===== config.mk =====
export PLATFORM = sky130hd
export DESIGN_NAME = acs_top
export DESIGN_NICKNAME = d
export VERILOG_FILES = /design/src/hw/acs_pkg.sv /design/src/hw/acs_fs_div.sv /design/src/hw/acs_top.sv
export SDC_FILE = /design/constraint.sdc
export NUM_CORES = 1
export LEC_CHECK = 0
export BUFFER_PORTS_ARGS = -buffer_cell sky130_fd_sc_hd__buf_2
export CAP_MARGIN = 20
export CORE_ASPECT_RATIO = 1.75
export CORE_MARGIN = 2
export CORE_UTILIZATION = 55
export CTS_BUF_LIST = sky130_fd_sc_hd__clkbuf_8
export CTS_CLUSTER_SIZE = 14
export DETAILED_ROUTE_END_ITERATION = 10
export PLACE_DENSITY = 0.76
export SETUP_SLACK_MARGIN = 0.5
export SYNTH_ARGS = -nofsm -noshare
export SYNTH_HDL_FRONTEND = slang
export SYNTH_SLANG_ARGS = --single-unit

===== constraint.sdc =====
create_clock -name CLK_SYS -period 4 [get_ports CLK_SYS]
set_input_delay 0.4 -clock CLK_SYS [delete_from_list [all_inputs] [get_ports CLK_SYS]]
set_output_delay 0.4 -clock CLK_SYS [all_outputs]
set_load 0.02 [all_outputs]

===== src/hw/acs_pkg.sv =====
// Package for the ADC conversion sequencer: register map, field layout,
// reset values, state encoding and timing constants.
// Assumes a 32-bit APB slave with byte addresses and word-aligned registers.
package acs_pkg;

    // =====================================================================
    // Register byte offsets.
    localparam logic [7:0] OFF_CTRL        = 8'h00;
    localparam logic [7:0] OFF_CFG_TWO     = 8'h04;
    localparam logic [7:0] OFF_CFG_ONE     = 8'h08;
    localparam logic [7:0] OFF_CFG_THREE   = 8'h0C;
    localparam logic [7:0] OFF_CFG_FOUR    = 8'h10;
    localparam logic [7:0] OFF_STATUS      = 8'h14;
    localparam logic [7:0] OFF_RESULT      = 8'h18;

    // =====================================================================
    // Field positions and widths.
    localparam int CTRL_START_BIT  = 0;
    localparam int CTRL_SEC_BIT    = 1;
    localparam int CTRL_CONT_BIT   = 2;
    localparam int FS_LSB          = 6;
    localparam int BG_LSB          = 0;
    localparam int OSR_LSB         = 2;
    localparam int NEL_LSB         = 5;
    localparam int ST_BUSY_BIT     = 0;
    localparam int ST_DONE_BIT     = 1;
    localparam int CODE_W          = 7;
    localparam int RESULT_W        = 16;

    // =====================================================================
    // Reset values.
    localparam logic [1:0] FS_RST      = 2'h0;
    localparam logic [2:0] OSR_RST     = 3'h0;
    localparam logic [1:0] NEL_RST     = 2'h1;
    localparam logic [1:0] BG_RST      = 2'h0;
    localparam logic [6:0] GAIN_RST    = 7'h0C;
    localparam logic [6:0] OFFSET_RST  = 7'h00;

    // =====================================================================
    // Bandgap modes.
    localparam logic [1:0] BG_HIGH     = 2'h0;
    localparam logic [1:0] BG_LOW      = 2'h1;
    localparam logic [1:0] BG_TOG_FULL = 2'h2;
    localparam logic [1:0] BG_TOG_HALF = 2'h3;

    // =====================================================================
    // Conversion arithmetic: OSR = 2^(3+sel), result scaled to 2^15 full scale.
    localparam int OSR_EXP_BASE    = 3;
    localparam int SCALE_EXP_BASE  = 12;
    localparam logic [15:0] SAT_POS = 16'h7FFF;
    localparam logic [15:0] SAT_NEG = 16'h8000;

    // =====================================================================
    // Oversampling clock: 4 MHz oscillator divided by 64 >> sample rate code.
    localparam int OSC_HZ_DEFAULT  = 4_000_000;
    localparam int CLK_HZ_DEFAULT  = 250_000_000;
    localparam int FS_DIV_SLOWEST  = 64;

    // Sequencer states, one-hot.
    typedef enum logic [2:0] {
        ST_IDLE  = 3'b001,
        ST_ELEM  = 3'b010,
        ST_QUANT = 3'b100
    } acs_state_t;

endpackage


===== src/hw/acs_fs_div.sv =====
// Oversampling-rate divider: one-cycle enable at the selected fs.
// Assumes the system clock is an integer multiple of the 4 MHz base / 8.
`timescale 1ns/1ps

module acs_fs_div #(
    parameter int CLK_HZ = acs_pkg::CLK_HZ_DEFAULT,
    parameter int OSC_HZ = acs_pkg::OSC_HZ_DEFAULT
) (
    input  wire logic       clk,
    input  wire logic       rst,
    input  wire logic [1:0] rate_sel,
    output logic            fs_tick
);

    // System cycles per fs period for the slowest code (divide by 64).
    localparam int SLOW_CYC = (CLK_HZ / 1000) * acs_pkg::FS_DIV_SLOWEST / (OSC_HZ / 1000);

    // Refuse clock ratios that cannot give every fs rate as a whole cycle count.
    if (((CLK_HZ / 1000) * 8) % (OSC_HZ / 1000) != 0 || SLOW_CYC > 65535) begin : g_bad_ratio
        $error("acs_fs_div: clock cannot be divided down to the fs rates");
    end

    logic [15:0] cnt_r;
    logic [15:0] period_m1;

    // Each faster code halves the period of the code below it.
    assign period_m1 = 16'(SLOW_CYC >> rate_sel) - 16'h0001;

    // Divider counter; >= guards a switch to a shorter period mid-count.
    always_ff @(posedge clk) begin
        if (rst) begin
            cnt_r   <= 16'h0000;
            fs_tick <= 1'b0;
        end else if (cnt_r >= period_m1) begin
            cnt_r   <= 16'h0000;
            fs_tick <= 1'b1;
        end else begin
            cnt_r   <= cnt_r + 16'h0001;
            fs_tick <= 1'b0;
        end
    end

endmodule


===== src/hw/acs_top.sv =====
// Conversion sequencer for an incremental oversampling ADC, with APB
// register access. Assumes the analog modulator delivers one decision bit
// per oversampling period on MOD_BIT, asynchronous to CLK_SYS.
//
// The APB slave port and the register offsets were decided locally.
`timescale 1ns/1ps

module acs_top #(
    parameter int CLK_HZ = acs_pkg::CLK_HZ_DEFAULT,
    parameter int OSC_HZ = acs_pkg::OSC_HZ_DEFAULT
) (
    input  wire logic        CLK_SYS,
    input  wire logic        RST,
    input  wire logic        PSEL,
    input  wire logic        PENABLE,
    input  wire logic        PWRITE,
    input  wire logic [7:0]  PADDR,
    input  wire logic [31:0] PWDATA,
    output logic      [31:0] PRDATA,
    output logic             PREADY,
    output logic             PSLVERR,
    input  wire logic        MOD_BIT,
    output logic             INTEG_RESET,
    output logic             CHOP_POL,
    output logic             BANDGAP_STATE,
    output logic      [6:0]  STAGE3_GAIN_CODE,
    output logic      [7:0]  STAGE3_OFFSET_TWOS,
    output logic             CONV_BUSY
);

    // =====================================================================
    // Configuration and status registers.
    logic [1:0]  sample_rate_select_r;
    logic [2:0]  oversample_ratio_select_r;
    logic [1:0]  elem_conv_count_select_r;
    logic [1:0]  bandgap_mode_r;
    logic        continuous_r;
    logic [6:0]  stage3_gain_code_r;
    logic [6:0]  stage3_offset_code_r;
    logic        done_r;
    logic [15:0] result_r;

    // Sequencer state. Local copies of the state codes keep the case arms short,
    // since nothing is imported from the package.
    localparam acs_pkg::acs_state_t ST_IDLE  = acs_pkg::ST_IDLE;
    localparam acs_pkg::acs_state_t ST_ELEM  = acs_pkg::ST_ELEM;
    localparam acs_pkg::acs_state_t ST_QUANT = acs_pkg::ST_QUANT;

    acs_pkg::acs_state_t state_r;
    logic [10:0] per_cnt_r;
    logic [3:0]  elem_idx_r;
    logic        pol_r;
    logic        bg_tog_r;
    logic signed [15:0] acc_r;
    logic        mod_s1_r;
    logic        mod_s2_r;
    logic        fs_tick;

    // =====================================================================
    // APB decode. One wait state: PREADY rises in the second access cycle.
    wire apb_access = PSEL & PENABLE;
    wire apb_done   = apb_access & PREADY;
    wire apb_wr     = apb_done & PWRITE;
    wire apb_rd_cap = apb_access & ~PREADY & ~PWRITE;
    wire sel_ctrl   = (PADDR == acs_pkg::OFF_CTRL);
    wire sel_two    = (PADDR == acs_pkg::OFF_CFG_TWO);
    wire sel_one    = (PADDR == acs_pkg::OFF_CFG_ONE);
    wire sel_three  = (PADDR == acs_pkg::OFF_CFG_THREE);
    wire sel_four   = (PADDR == acs_pkg::OFF_CFG_FOUR);
    wire sel_status = (PADDR == acs_pkg::OFF_STATUS);
    wire sel_result = (PADDR == acs_pkg::OFF_RESULT);
    wire mapped     = sel_ctrl | sel_two | sel_one | sel_three | sel_four |
                      sel_status | sel_result;

    // Either trigger bit written as one starts a conversion.
    wire trigger = apb_wr & sel_ctrl & (PWDATA[acs_pkg::CTRL_START_BIT] |
                                        PWDATA[acs_pkg::CTRL_SEC_BIT]);

    // Read mux; trigger bits always read zero since they act on write only.
    wire [31:0] rd_mux =
        sel_ctrl   ? {29'h0000_0000, continuous_r, 2'h0} :
        sel_two    ? {24'h00_0000, sample_rate_select_r, 6'h00} :
        sel_one    ? {25'h000_0000, elem_conv_count_select_r,
                      oversample_ratio_select_r, bandgap_mode_r} :
        sel_three  ? {25'h000_0000, stage3_gain_code_r} :
        sel_four   ? {25'h000_0000, stage3_offset_code_r} :
        sel_status ? {30'h0000_0000, done_r, CONV_BUSY} :
        sel_result ? {16'h0000, result_r} : 32'h0000_0000;

    // Bus handshake and read data capture.
    always_ff @(posedge CLK_SYS) begin
        if (RST) begin
            PREADY  <= 1'b0;
            PSLVERR <= 1'b0;
            PRDATA  <= 32'h0000_0000;
        end else begin
            PREADY  <= apb_access & ~PREADY;
            PSLVERR <= apb_access & ~PREADY & ~mapped;
            if (apb_rd_cap) begin
                PRDATA <= rd_mux;
            end
        end
    end

    // Configuration writes. A count code below one leaves offset uncancelled;
    // the hardware accepts it, it is software's job to avoid it.
    always_ff @(posedge CLK_SYS) begin
        if (RST) begin
            continuous_r              <= 1'b0;
            sample_rate_select_r      <= acs_pkg::FS_RST;
            oversample_ratio_select_r <= acs_pkg::OSR_RST;
            elem_conv_count_select_r  <= acs_pkg::NEL_RST;
            bandgap_mode_r            <= acs_pkg::BG_RST;
            stage3_gain_code_r        <= acs_pkg::GAIN_RST;
            stage3_offset_code_r      <= acs_pkg::OFFSET_RST;
        end else if (apb_wr) begin
            if (sel_ctrl) begin
                continuous_r <= PWDATA[acs_pkg::CTRL_CONT_BIT];
            end
            if (sel_two) begin
                sample_rate_select_r <= PWDATA[acs_pkg::FS_LSB +: 2];
            end
            if (sel_one) begin
                bandgap_mode_r            <= PWDATA[acs_pkg::BG_LSB +: 2];
                oversample_ratio_select_r <= PWDATA[acs_pkg::OSR_LSB +: 3];
                elem_conv_count_select_r  <= PWDATA[acs_pkg::NEL_LSB +: 2];
            end
            if (sel_three) begin
                stage3_gain_code_r <= PWDATA[acs_pkg::CODE_W-1:0];
            end
            if (sel_four) begin
                stage3_offset_code_r <= PWDATA[acs_pkg::CODE_W-1:0];
            end
        end
    end

    // =====================================================================
    // Oversampling enable from the divided oscillator rate.
    // The divider free-runs, so a conversion's first tick has arbitrary phase.
    acs_fs_div #(
        .CLK_HZ (CLK_HZ),
        .OSC_HZ (OSC_HZ)
    ) u_fs_div (
        .clk      (CLK_SYS),
        .rst      (RST),
        .rate_sel (sample_rate_select_r),
        .fs_tick  (fs_tick)
    );

    // The modulator bit is asynchronous: two flops before any use.
    always_ff @(posedge CLK_SYS) begin
        if (RST) begin
            mod_s1_r <= 1'b0;
            mod_s2_r <= 1'b0;
        end else begin
            mod_s1_r <= MOD_BIT;
            mod_s2_r <= mod_s1_r;
        end
    end

    // =====================================================================
    // Derived conversion settings.
    // OSR = 2^(3+code) periods of integration after the reset period.
    wire [10:0] osr_val  = 11'(1) << (acs_pkg::OSR_EXP_BASE + oversample_ratio_select_r);
    // Elementary count = 2^code.
    wire [3:0]  nel_val  = 4'(1) << elem_conv_count_select_r;
    wire        elem_end = (per_cnt_r == osr_val);
    wire        last_el  = (elem_idx_r == nel_val - 4'h1);
    // Mean over the elementary conversions scaled to 2^15 full scale; the
    // shift is 12 - osr - nel, which is always between 2 and 12, so the
    // 16-bit word keeps every accumulator bit except at positive full scale, 2^15, which saturates to 7FFF.
    wire [3:0]  scale_sh = 4'(acs_pkg::SCALE_EXP_BASE) - {1'b0, oversample_ratio_select_r}
                           - {2'b00, elem_conv_count_select_r};
    wire signed [31:0] scaled = 32'(acc_r) <<< scale_sh;
    // Saturate to the closest full-scale code.
    wire [15:0] sat_res  = (scaled > 32'sh0000_7FFF) ? acs_pkg::SAT_POS :
                           (scaled < -32'sh0000_8000) ? acs_pkg::SAT_NEG :
                           scaled[15:0];
    // Decision mapped to +-1, with sign inverted during the negative chop
    // phase so the amplifier offset cancels between pairs.
    wire signed [15:0] step = (mod_s2_r ^ pol_r) ? 16'sh0001 : -16'sh0001;
    wire start_new = trigger & (state_r == ST_IDLE);

    // =====================================================================
    // Sequencer: N elementary conversions of OSR+1 periods each, then one
    // quantization period, N*(OSR+1)+1 fs periods in total.
    always_ff @(posedge CLK_SYS) begin
        if (RST) begin
            state_r    <= ST_IDLE;
            per_cnt_r  <= 11'h000;
            elem_idx_r <= 4'h0;
            pol_r      <= 1'b0;
            bg_tog_r   <= 1'b0;
            acc_r      <= 16'sh0000;
            result_r   <= 16'h0000;
            done_r     <= 1'b0;
        end else begin
            // Done is sticky, cleared by writing one; a finishing conversion wins.
            if (apb_wr & sel_status & PWDATA[acs_pkg::ST_DONE_BIT]) begin
                done_r <= 1'b0;
            end
            case (state_r)
                ST_IDLE: begin
                    if (start_new) begin
                        state_r    <= ST_ELEM;
                        per_cnt_r  <= 11'h000;
                        elem_idx_r <= 4'h0;
                        pol_r      <= 1'b0;
                        acc_r      <= 16'sh0000;
                    end
                end
                ST_ELEM: begin
                    if (fs_tick) begin
                        // Period zero resets the integrator; no decision taken.
                        if (per_cnt_r != 11'h000) begin
                            acc_r <= acc_r + step;
                        end
                        if (elem_end) begin
                            per_cnt_r  <= 11'h000;
                            elem_idx_r <= elem_idx_r + 4'h1;
                            pol_r      <= ~pol_r;
                            // Bandgap toggle at full or half the elementary rate.
                            if (bandgap_mode_r == acs_pkg::BG_TOG_FULL ||
                                (bandgap_mode_r == acs_pkg::BG_TOG_HALF && elem_idx_r[0])) begin
                                bg_tog_r <= ~bg_tog_r;
                            end
                            if (last_el) begin
                                state_r <= ST_QUANT;
                            end
                        end else begin
                            per_cnt_r <= per_cnt_r + 11'h001;
                        end
                    end
                end
                ST_QUANT: begin
                    if (fs_tick) begin
                        result_r <= sat_res;
                        done_r   <= 1'b1;
                        // Free-running restarts at once with fresh counters.
                        if (continuous_r) begin
                            state_r    <= ST_ELEM;
                            per_cnt_r  <= 11'h000;
                            elem_idx_r <= 4'h0;
                            pol_r      <= 1'b0;
                            acc_r      <= 16'sh0000;
                        end else begin
                            state_r <= ST_IDLE;
                        end
                    end
                end
                default: begin
                    state_r <= ST_IDLE;
                end
            endcase
        end
    end

    // =====================================================================
    // Analog-facing outputs, all registered.
    // Offset code: top bit is the sign, low six bits the magnitude.
    wire [7:0] offset_twos = stage3_offset_code_r[6]
                             ? (8'h00 - {2'b00, stage3_offset_code_r[5:0]})
                             : {2'b00, stage3_offset_code_r[5:0]};
    wire       bg_level    = (bandgap_mode_r == acs_pkg::BG_HIGH) ? 1'b1 :
                             (bandgap_mode_r == acs_pkg::BG_LOW)  ? 1'b0 : bg_tog_r;

    always_ff @(posedge CLK_SYS) begin
        if (RST) begin
            INTEG_RESET        <= 1'b0;
            CHOP_POL           <= 1'b0;
            BANDGAP_STATE      <= 1'b1;
            STAGE3_GAIN_CODE   <= acs_pkg::GAIN_RST;
            STAGE3_OFFSET_TWOS <= 8'h00;
            CONV_BUSY          <= 1'b0;
        end else begin
            INTEG_RESET        <= (state_r == ST_ELEM) && (per_cnt_r == 11'h000);
            CHOP_POL           <= pol_r;
            BANDGAP_STATE      <= bg_level;
            STAGE3_GAIN_CODE   <= stage3_gain_code_r;
            STAGE3_OFFSET_TWOS <= offset_twos;
            CONV_BUSY          <= (state_r != ST_IDLE);
        end
    end

endmodule


## After elaboration in Yosys (flattened, before gate mapping)

Index checks and enable logic that the tools add are counted.

| operators by class | value |
|---|---|
| multiplexer cells | 47 |
| order comparisons | 3 |
| add/subtract/negate cells | 10 |
| div/mod/pow operators | 0 |
| eq/ne operators | 22 |
| reductions and logical operators | 22 |
| shift operators | 4 |
| multiply operators | 0 |
| bitwise logic cells | 25 |

Operator list:

| kind | number |
|---|---|
| two-way mux 16 bit | 15 |
| two-way mux 11 bit | 5 |
| one-hot mux 16 bit (3 select lines) | 1 |
| one-hot mux 11 bit (3 select lines) | 1 |
| > comparator 32 x 16 -> 1 bit, second input constant | 1 |
| less-than comparator 32 x 16 -> 1 bit, second input constant | 1 |
| <<< shifter 16 x 4 -> 32 bit | 1 |
| equality test 8 x 5 -> 1 bit, second input constant | 3 |
| two-way mux 4 bit | 5 |
| adder 16 x 1 -> 16 bit, second input constant | 1 |
| adder 16 bit | 1 |
| equality test 8 x 4 -> 1 bit, second input constant | 2 |
| greater-or-equal comparator 16 bit | 1 |
| right shift 12 x 2 -> 16 bit, first input constant | 1 |
| subtractor 16 x 1 -> 16 bit, second input constant | 1 |
| two-way mux 3 bit | 5 |
| one-hot mux 4 bit (3 select lines) | 1 |
| AND reduction 2 bit | 6 |
| AND reduction 6 bit | 2 |
| adder 11 x 1 -> 11 bit, second input constant | 1 |
| AND 1 bit | 11 |
| equality test 11 bit | 1 |
| zero test 11 bit | 1 |
| nonzero test 11 bit | 1 |
| other kinds (34) | 64 |

| storage, ports and cells | value |
|---|---|
| logic and storage cells | 162 |
| memory bits (writable) | 0 |
| register bits after elaboration | 148 |
| memories kept | 0 |
| latch bits | 0 |
| bits of input ports | 46 |
| memory bits (read-only) | 0 |

## Depth between registers and ports, before layout

Gate-level depths: netlist of the first run.

| logic depth | value |
|---|---|
| word-level depth | 9 |
| mapped depth | 15 |

## Hierarchy

From an unflattened synthesis of the first run, not the netlist that was laid out.

| second synthesis, totals | value |
|---|---|
| cell total of the unflattened synthesis | 933 |
| area, all modules | 7897.6 um^2 |

Modules (own cells, without submodules):

| module | cells an instance | area an instance (um^2) | seq. area each (um^2) | times used |
|---|---|---|---|---|
| acs_top | 812 | 6761.5 | 2302.2 | 1 |
| acs_fs_div | 121 | 1136.1 | 340.3 | 1 |

## Least setup slack after synthesis of the first run

Ideal clock, no wire load.

| timing | value |
|---|---|
| path kind | register to register |
| start point | register oversample_ratio_select_r[0] |
| end point | register result_r[0] |
| stages on the path, launching flop included | 14 |
| required time | 3.860 ns |
| path slack | 0.575 ns |
| arrival | 3.284 ns |
| period minus slack after synthesis | 3.425 ns |
| cell sequence | dfxtp_1 -> clkbuf_1 -> inv_1 -> ha_1 -> ha_1 -> fa_1 -> buf_2 -> buf_1 -> mux2i_1 -> o2111ai_1 -> or4b_4 -> o21ai_4 -> buf_8 -> a211oi_2 |

| on the way | value |
|---|---|
| longest elaborated chain between the ends | 6 |

RTL lines:

| element | RTL line | RTL |
|---|---|---|
| from (decl) | acs_top.sv:34 | `logic [2:0] oversample_ratio_select_r;` |
| from (signal assigned) | acs_top.sv:111 | `oversample_ratio_select_r <= acs_pkg::OSR_RST;` |
| from (signal assigned) | acs_top.sv:125 | `oversample_ratio_select_r <= PWDATA[acs_pkg::OSR_LSB +: 3];` |
| subtractor 4 x 3 -> 4 bit * | acs_top.sv:172 | `wire [3:0] scale_sh = 4'(acs_pkg::SCALE_EXP_BASE) - {1'b0, oversample_ratio_select_r}` |
| subtractor 4 x 2 -> 4 bit * | acs_top.sv:173 | `- {2'b00, elem_conv_count_select_r};` |
| <<< shifter 16 x 4 -> 32 bit * | acs_top.sv:174 | `wire signed [31:0] scaled = 32'(acc_r) <<< scale_sh;` |
| less-than comparator 32 x 16 -> 1 bit | acs_top.sv:177 | `(scaled < -32'sh0000_8000) ? acs_pkg::SAT_NEG :` |
| two-way mux 16 bit | acs_top.sv:177 |  |
| two-way mux 16 bit * | acs_top.sv:176 | `wire [15:0] sat_res = (scaled > 32'sh0000_7FFF) ? acs_pkg::SAT_POS :` |
| to (signal assigned) | acs_top.sv:237 | `result_r <= sat_res;` |
| to (decl) | acs_top.sv:41 | `logic [15:0] result_r;` |

Mark *: on every way between the ends. The rest lies on a longest branch, timed or not.
A chain may end at the register's enable or synchronous reset.

## Worst setup path in the final report of the first run

| timing | value |
|---|---|
| start point | register oversample_ratio_select_r[0] |
| end point | register result_r[14] |

The elaborated chain is that of the path after synthesis.

==> results of run 1 <==
power groups by stage:
stage / clock network [W] / registers, W / logic [W]
5_1_grt: 0.00134 / 0.00136 / 0.000308
2_1_floorplan: 0 / 0.00138 / 0.000223
3_3_place_gp: 0 / 0.00139 / 0.000266
3_5_place_dp: 0 / 0.00139 / 0.000273
4_1_cts: 0.00128 / 0.00136 / 0.000275
6_report: 0.00128 / 0.00136 / 0.000277
worst register-to-register path, cell delays in order (launching register included):
cell and delay, ns:
dfxtp_2 0.40, inv_1 0.15, ha_4 0.19, ha_4 0.15, fa_1 0.54, buf_4 0.20
nor2_1 0.07, a211oi_2 0.31, o2111ai_1 0.16, or4b_4 0.57, o21ai_4 0.18, buf_12 0.17
o32ai_1 0.10
worst paths after layout:
path                                     start            to  cells past startpoint
hold / removal                         MOD_BIT      mod_s1_r                      2
hold reg to reg                       mod_s1_r      mod_s2_r                      1
setup reg to reg  oversample_ratio_select_r[0]  result_r[14]                     12
setup / recovery  oversample_ratio_select_r[0]  result_r[14]                     12
final cells by class:
type / count / area, sq um
fill: 1218 / 5194
multi-input combinational: 732 / 4790
sequential: 132 / 2644
timing repair buffer: 77 / 447.9
clock buffer: 18 / 247.7
tap: 177 / 221.5
clock inverter: 14 / 201.4
inverter: 24 / 90.09
cell families after synthesis:
family / share of synthesized area [%]
adder cells (fa/ha/maj): 7.111
other: 0.09656
buffers and inverters: 5.856
flip-flops: 33.98
multiplexers: 6.387
AO/OA/AOI/OAI: 17.47
XOR/XNOR: 4.955
AND/OR/NAND/NOR: 24.15
through the flow:
stage	instance area, sq um	hold slack (ns)	power (W)	std cells	setup slack (ns)
5_1_grt	8642	0.1781	0.003017	1174	0.5367
3_5_place_dp	8155	0.4336	0.001663	1142	0.2049
6_report	8642	0.1716	0.002913	1174	0.6805
3_3_place_gp	8155	0.4208	0.001656	1142	0.2421
2_1_floorplan	7845	0.4138	0.001604	957	0.5753
4_1_cts	8630	0.1636	0.002918	1174	0.5730
flip-flops by register name, summed over array words and instances, names as in the netlist, 3 cells and up:
| signal | count |
|---|---|
| result_r | 16 |
| u_fs_div.cnt_r | 16 |
| stage3_offset_code_r | 7 |
| state_r | 3 |
| acc_r | 16 |
| per_cnt_r | 11 |
| STAGE3_GAIN_CODE | 7 |
| STAGE3_OFFSET_TWOS | 7 |
| PRDATA | 16 |
| stage3_gain_code_r | 7 |
| oversample_ratio_select_r | 3 |
| elem_idx_r | 4 |
metal layers:
layer | vias up | track usage, % | share of wire, %
li1 | 3402 | - | -
met1 | 3253 | 27.05 | 38
met2 | 202 | 49.09 | 54
met3 | 50 | 4.058 | 4.6
met4 | 0 | 11.13 | 3.6
met5 | - | 0 | 0
timing repair:
item | CTS | global route
hold buffers | 0 | 0
resized for setup | 4 | 3
setup endpoints to repair | 15 | 16
placed cells by master (no fill, tap or decap), drive strengths merged, types with 13 or more instances in the layout:
master / count
buf: 77
a211oi: 17
nor3: 23
a21oi: 68
ha: 41
xor2: 24
inv: 26
nand2b: 13
clkbuf: 18
nand2: 91
nor2b: 14
mux2i: 17
o21ai: 29
nor2: 138
xnor2: 20
dfxtp: 132
nand3: 52
a21o: 16
conb: 20
==> metrics.txt, run 1 <==
max cap viols=0; row cnt=57; total setup buffers inserted after CTS=0; final core utilization=62.46%; layout cells sized above 1=15.25%; CP Class=register to register; CTS H-tree lvls=4; vias post-DR=6907; Final period util=82.99%; die height=161.3 microns; Reg clk slew, reported paths=0.08 ns; number of flops mapped to enable cells by yosys=0; clk_lat worst skew=0.45 ns; Worst EP arrival=3.63 ns; Max VDD drop=0.2021 mV; Avg WL per Cell=16.44 microns; Leak=3.562 nW; clock skew=0.01494 ns; total core area=13840 sq um; final WL=19.30 mm; NumNets Final=1073; Hold Crit Class=primary input to register; Final Slew Violations=0; slowest stage delay, CP=0.57 ns; DIE WIDTH=93.89 microns; vias per inst=5.883; Initial Util=56.21%; Root Buffer=clkbuf_8; Sink Count=132; R2R setup slack=0.68 ns; sequential share of power=46.7%; setup TNS=0 ns; Net Sw Frac=27.17%; CTS Buffer Depth=2; die area=15150 sq um; ys flop type=dfxtp_1; final setup fails=0; most common cell in the synthesized netlist=nor2_1; Crit path buffers/inverters=3; Area growth syn-to-layout=11.12%; Residual DRC=0; vias in the first global route=6617; # IOs=99; largest net degree at the start of global routing=63; first-pass GRT wire length=31.11 mm; sequential-to-total area share from yosys stat=33.98%; Logic pwr share=9.5%; total grt overflow=0; Syn Area/Cell=8.283 sq um; IO Port Bufs=58; GRT Util Overall=25.76%; PD cells=337.1 nW/um^2; #FFs+latches synth=132; Achievable Freq=301.2 MHz; worst slew pin tran=0.7509 ns; ANT nets after route=0; CP Cell Sequence=inv_1, ha_4, ha_4, fa_1, buf_4, nor2_1, a211oi_2, o2111ai_1, or4b_4, o21ai_4, buf_12, o32ai_1; Final HPWL DP=14.08 mm; Post-synth ARST share=0%; Crit path required time=4.31 ns; Final min period=3.320 ns; Initial DRC Count=387; Area contributors post-synth=dfxtp_1 (34%), nor2_1 (6.7%), ha_1 (6.6%); Top delay family on crit path=adder cells; # diodes=0; slew margin rel.=49.94%; RSZ-0062 raised after global routing=false; yosys warns=0; DRT Pass-1 Iters=5; Clock power frac=43.8%; NetSw=0.0007914 W; GPL Wtd Cong=0.9969; most frequent cell on the critical path=ha_4; initial antenna violation count=0; TritonCTS clock tree=yes; post-synth top area cell=dfxtp_1; post-synth top area share=33.98%; Cell Area, Synth=7777 sq um; internal power=0.002122 W; unique cell type count in the Yosys netlist=80; cells after synthesis=939; synth cell count leaders=nor2_1 (138), dfxtp_1 (132), nand2_1 (90); Final Hold Fails=0; outcome=complete, no violations; CP Capture Type=register; Worst Setup Start Kind=register; slowest cell on the critical path=or4b_4; Max FO, Critical Path=15; Num CTS Buffers=17
(Power assumes the default switching activity.)
==> inputs of run 2 (changes only) <==
Settings changed: ABC_AREA from default to 1, PLACE_DENSITY 0.76 to 0.79.
Clock period 4 ns to 2.9 ns, I/O delays scaled along.
==> metrics.txt, run 2 <==
Worst EP arrival=3.30 ns (was 3.63 ns); most common cell in the synthesized netlist=nand2_1 (was nor2_1); Reg clk slew, reported paths=0.08 ns (about the same); #FFs+latches synth=132 (unchanged); CTS H-tree lvls=4 (unchanged); Most Crowded Layer GR=met2 (unchanged); setup TNS=-0.08665 ns (was 0 ns); Net Sw Frac=33.21% (was 27.17%); worst slew pin tran=0.5913 ns (was 0.7509 ns); cells after synthesis=1138 (was 939); vias per inst=5.656 (was 5.883); DIE WIDTH=94.43 microns (was 93.89 microns); Initial Util=56.60% (was 56.21%); Max FO, Critical Path=8 (was 15); row cnt=57 (unchanged); CP Class=register to register (unchanged); met2 usage=53.64% (was 49.09%); outcome=finished, violations left (was complete, no violations); Achievable Freq=340.0 MHz (was 301.2 MHz); Sink Count=132 (unchanged); Cell Area, Synth=7871 sq um (was 7777 sq um); met1 Track Usage GR=26.36% (was 27.05%); slew margin rel.=60.58% (was 49.94%); final WL=21.44 mm (was 19.30 mm); CTS Buffer Depth=2 (unchanged); Layout Cells excl Fill=1404 (was 1174); Root Buffer=clkbuf_8 (unchanged); unique cell type count in the Yosys netlist=52 (was 80); Initial DRC Count=453 (was 387); NetSw=0.001537 W (was 0.0007914 W); RSZ-0062 raised after global routing=true (was false); Final period util=101.4% (was 82.99%); Area contributors post-synth=dfxtp_1 (34%), nand2_1 (12%), nand3_1 (7.9%) (was dfxtp_1 (34%), nor2_1 (6.7%), ha_1 (6.6%)); TritonCTS clock tree=yes (unchanged); Final Slew Violations=0 (unchanged); max cap viols=0 (unchanged); die area=15320 sq um (was 15150 sq um); Leak=3.937 nW (was 3.562 nW); GPL Wtd Cong=1.035 (was 0.9969); vias post-DR=7941 (was 6907); Final Hold Fails=0 (unchanged); initial antenna violation count=0 (unchanged); vias in the first global route=7473 (was 6617); post-synth top area share=33.57% (was 33.98%); Placed Instances=1363 (was 1142); final setup fails=4 (was 0); Clock power frac=33.9% (was 43.8%); number of flops mapped to enable cells by yosys=0 (unchanged); DRT Pass-1 Iters=6 (was 5); IO Port Bufs=58 (unchanged); total grt overflow=0 (unchanged); violated checks=negative setup slack; # diodes=0 (unchanged); Post-synth ARST share=0% (unchanged); Residual DRC=0 (unchanged); largest net degree at the start of global routing=50 (was 63); Area growth syn-to-layout=17.45% (was 11.12%); Crit path required time=3.26 ns (was 4.31 ns); # IOs=99 (unchanged); hold slack=0.05445 ns (was 0.1716 ns); internal power=0.003092 W (was 0.002122 W); NumNets Final=1303 (was 1073); worst setup margin=-0.04133 ns (was 0.6805 ns); CP Capture Type=register (unchanged); PD cells=500.7 nW/um^2 (was 337.1 nW/um^2); clk_lat worst skew=0.44 ns (was 0.45 ns); ANT nets after route=0 (unchanged); # hold bufs at CTS=0 (unchanged); Final min period=2.941 ns (was 3.320 ns); Avg WL per Cell=15.27 microns (was 16.44 microns); sequential-to-total area share from yosys stat=33.57% (was 33.98%); GR Util met3=4.731% (was 4.058%); yosys warns=0 (unchanged); Max VDD drop=0.3097 mV (was 0.2021 mV); post-synth top area cell=dfxtp_1 (unchanged); Num CTS Buffers=17 (unchanged); most common cell after layout, fill and taps aside=nand2_1 (was nor2_1); Syn Area/Cell=6.917 sq um (was 8.283 sq um); Hold Crit Class=primary input to register (unchanged); final core utilization=66.48% (was 62.46%); sequential share of power=41.4% (was 46.7%); Final HPWL DP=15.99 mm (was 14.08 mm); die height=162.3 microns (was 161.3 microns); Logic pwr share=24.7% (was 9.5%); GRT Util Overall=27.60% (was 25.76%); Worst Setup Start Kind=register (unchanged); first-pass GRT wire length=33.57 mm (was 31.11 mm); layout cells sized above 1=20.13% (was 15.25%); ys flop type=dfxtp_1 (unchanged); synth cell count leaders=nand2_1 (256), dfxtp_1 (132), nand3_1 (125) (was nor2_1 (138), dfxtp_1 (132), nand2_1 (90)); clock skew=0.01704 ns (was 0.01494 ns); most frequent cells in the layout=nand2_1 (231), dfxtp_1 (125), nand3_1 (106) (was nor2_1 (138), dfxtp_1 (131), nand2_1 (90)); total core area=13910 sq um (was 13840 sq um)
[run 2: cells by family (layout without fill, tap and decap cells)]
group,count (synthesis),after routing,synth area share (%)
DFF,132,132,33.57
and+or+nand+nor,539,539,29.98
xor gates and xnor gates,28,28,3.116
AOI/OAI and AO/OA,230,230,16.58
adders and majority gates,43,43,7.026
other,2,20,0.09541
buffers and inverters,164,235,9.633
[run 2: routing by layer]
metal | share of wire, % | vias up
met1 | 36 | 3740
li1 | - | 3918
met5 | 0 | -
met2 | 55 | 208
met3 | 4.1 | 75
met4 | 5.1 | 0
[run 2: worst max-delay path, stage by stage (launching register included)]
cell and delay [ns]:
dfxtp_4 0.35, ha_4 0.25, inv_2 0.04, ha_4 0.15, fa_2 0.65, buf_8 0.16, buf_12 0.14, nand3_4 0.08
nand2_2 0.09, nand2_1 0.05, nand2_1 0.05, nand2_1 0.06, nor2_2 0.14, nand2_2 0.08, o21bai_4 0.19, buf_12 0.15
nand2_1 0.06, a21oi_1 0.18
[run 2: worst paths after layout]
check                                                  start      endpoint  slack, ns  cells past startpoint
worst max-delay path            oversample_ratio_select_r[1]  result_r[10]      -0.04                     17
worst min-delay path                                 MOD_BIT      mod_s1_r       0.05                      3
worst max register to register  oversample_ratio_select_r[1]  result_r[10]      -0.04                     17
worst min register to register                      mod_s1_r      mod_s2_r       0.41                      2
[run 2: power by group through the flow]
stage	Clock, W	Sequential (W)	Combinational (W)
floorplan	0	0.00195	0.000825
global placement	0	0.00195	0.00104
detailed placement	0	0.00195	0.00107
CTS	0.00158	0.00192	0.00111
global route	0.00166	0.00192	0.00126
finish	0.00157	0.00192	0.00114
[run 2: area by class of cell]
type	count	area, sq um
inverters	105	409.1
fillers	1231	4662
clock inverters	12	130.1
multi-input cells	860	4871
repair buffers	98	681.9
flip-flops and latches	132	2656
well taps	177	221.5
clock buffers	20	275.3
[run 2: timing repair]
| item | 4_1_cts | 5_1_grt |
|---|---|---|
| gates resized for setup | 16 | 74 |
| setup buffers | 3 | 4 |
| endpoints found under the setup margin | 35 | 38 |
| gates cloned | 0 | 2 |
| pin swaps | 4 | 37 |
[run 2: stage by stage]
stage / total power, W / setup slack [ns] / cell area (sq um)
floorplan: 0.002776 / 0.3208 / 8031
finish: 0.004629 / -0.04133 / 9245
CTS: 0.004607 / 0.08813 / 8897
detailed placement: 0.003024 / -0.05778 / 8411
global route: 0.004851 / -0.1441 / 9245
global placement: 0.002992 / 0.02117 / 8411
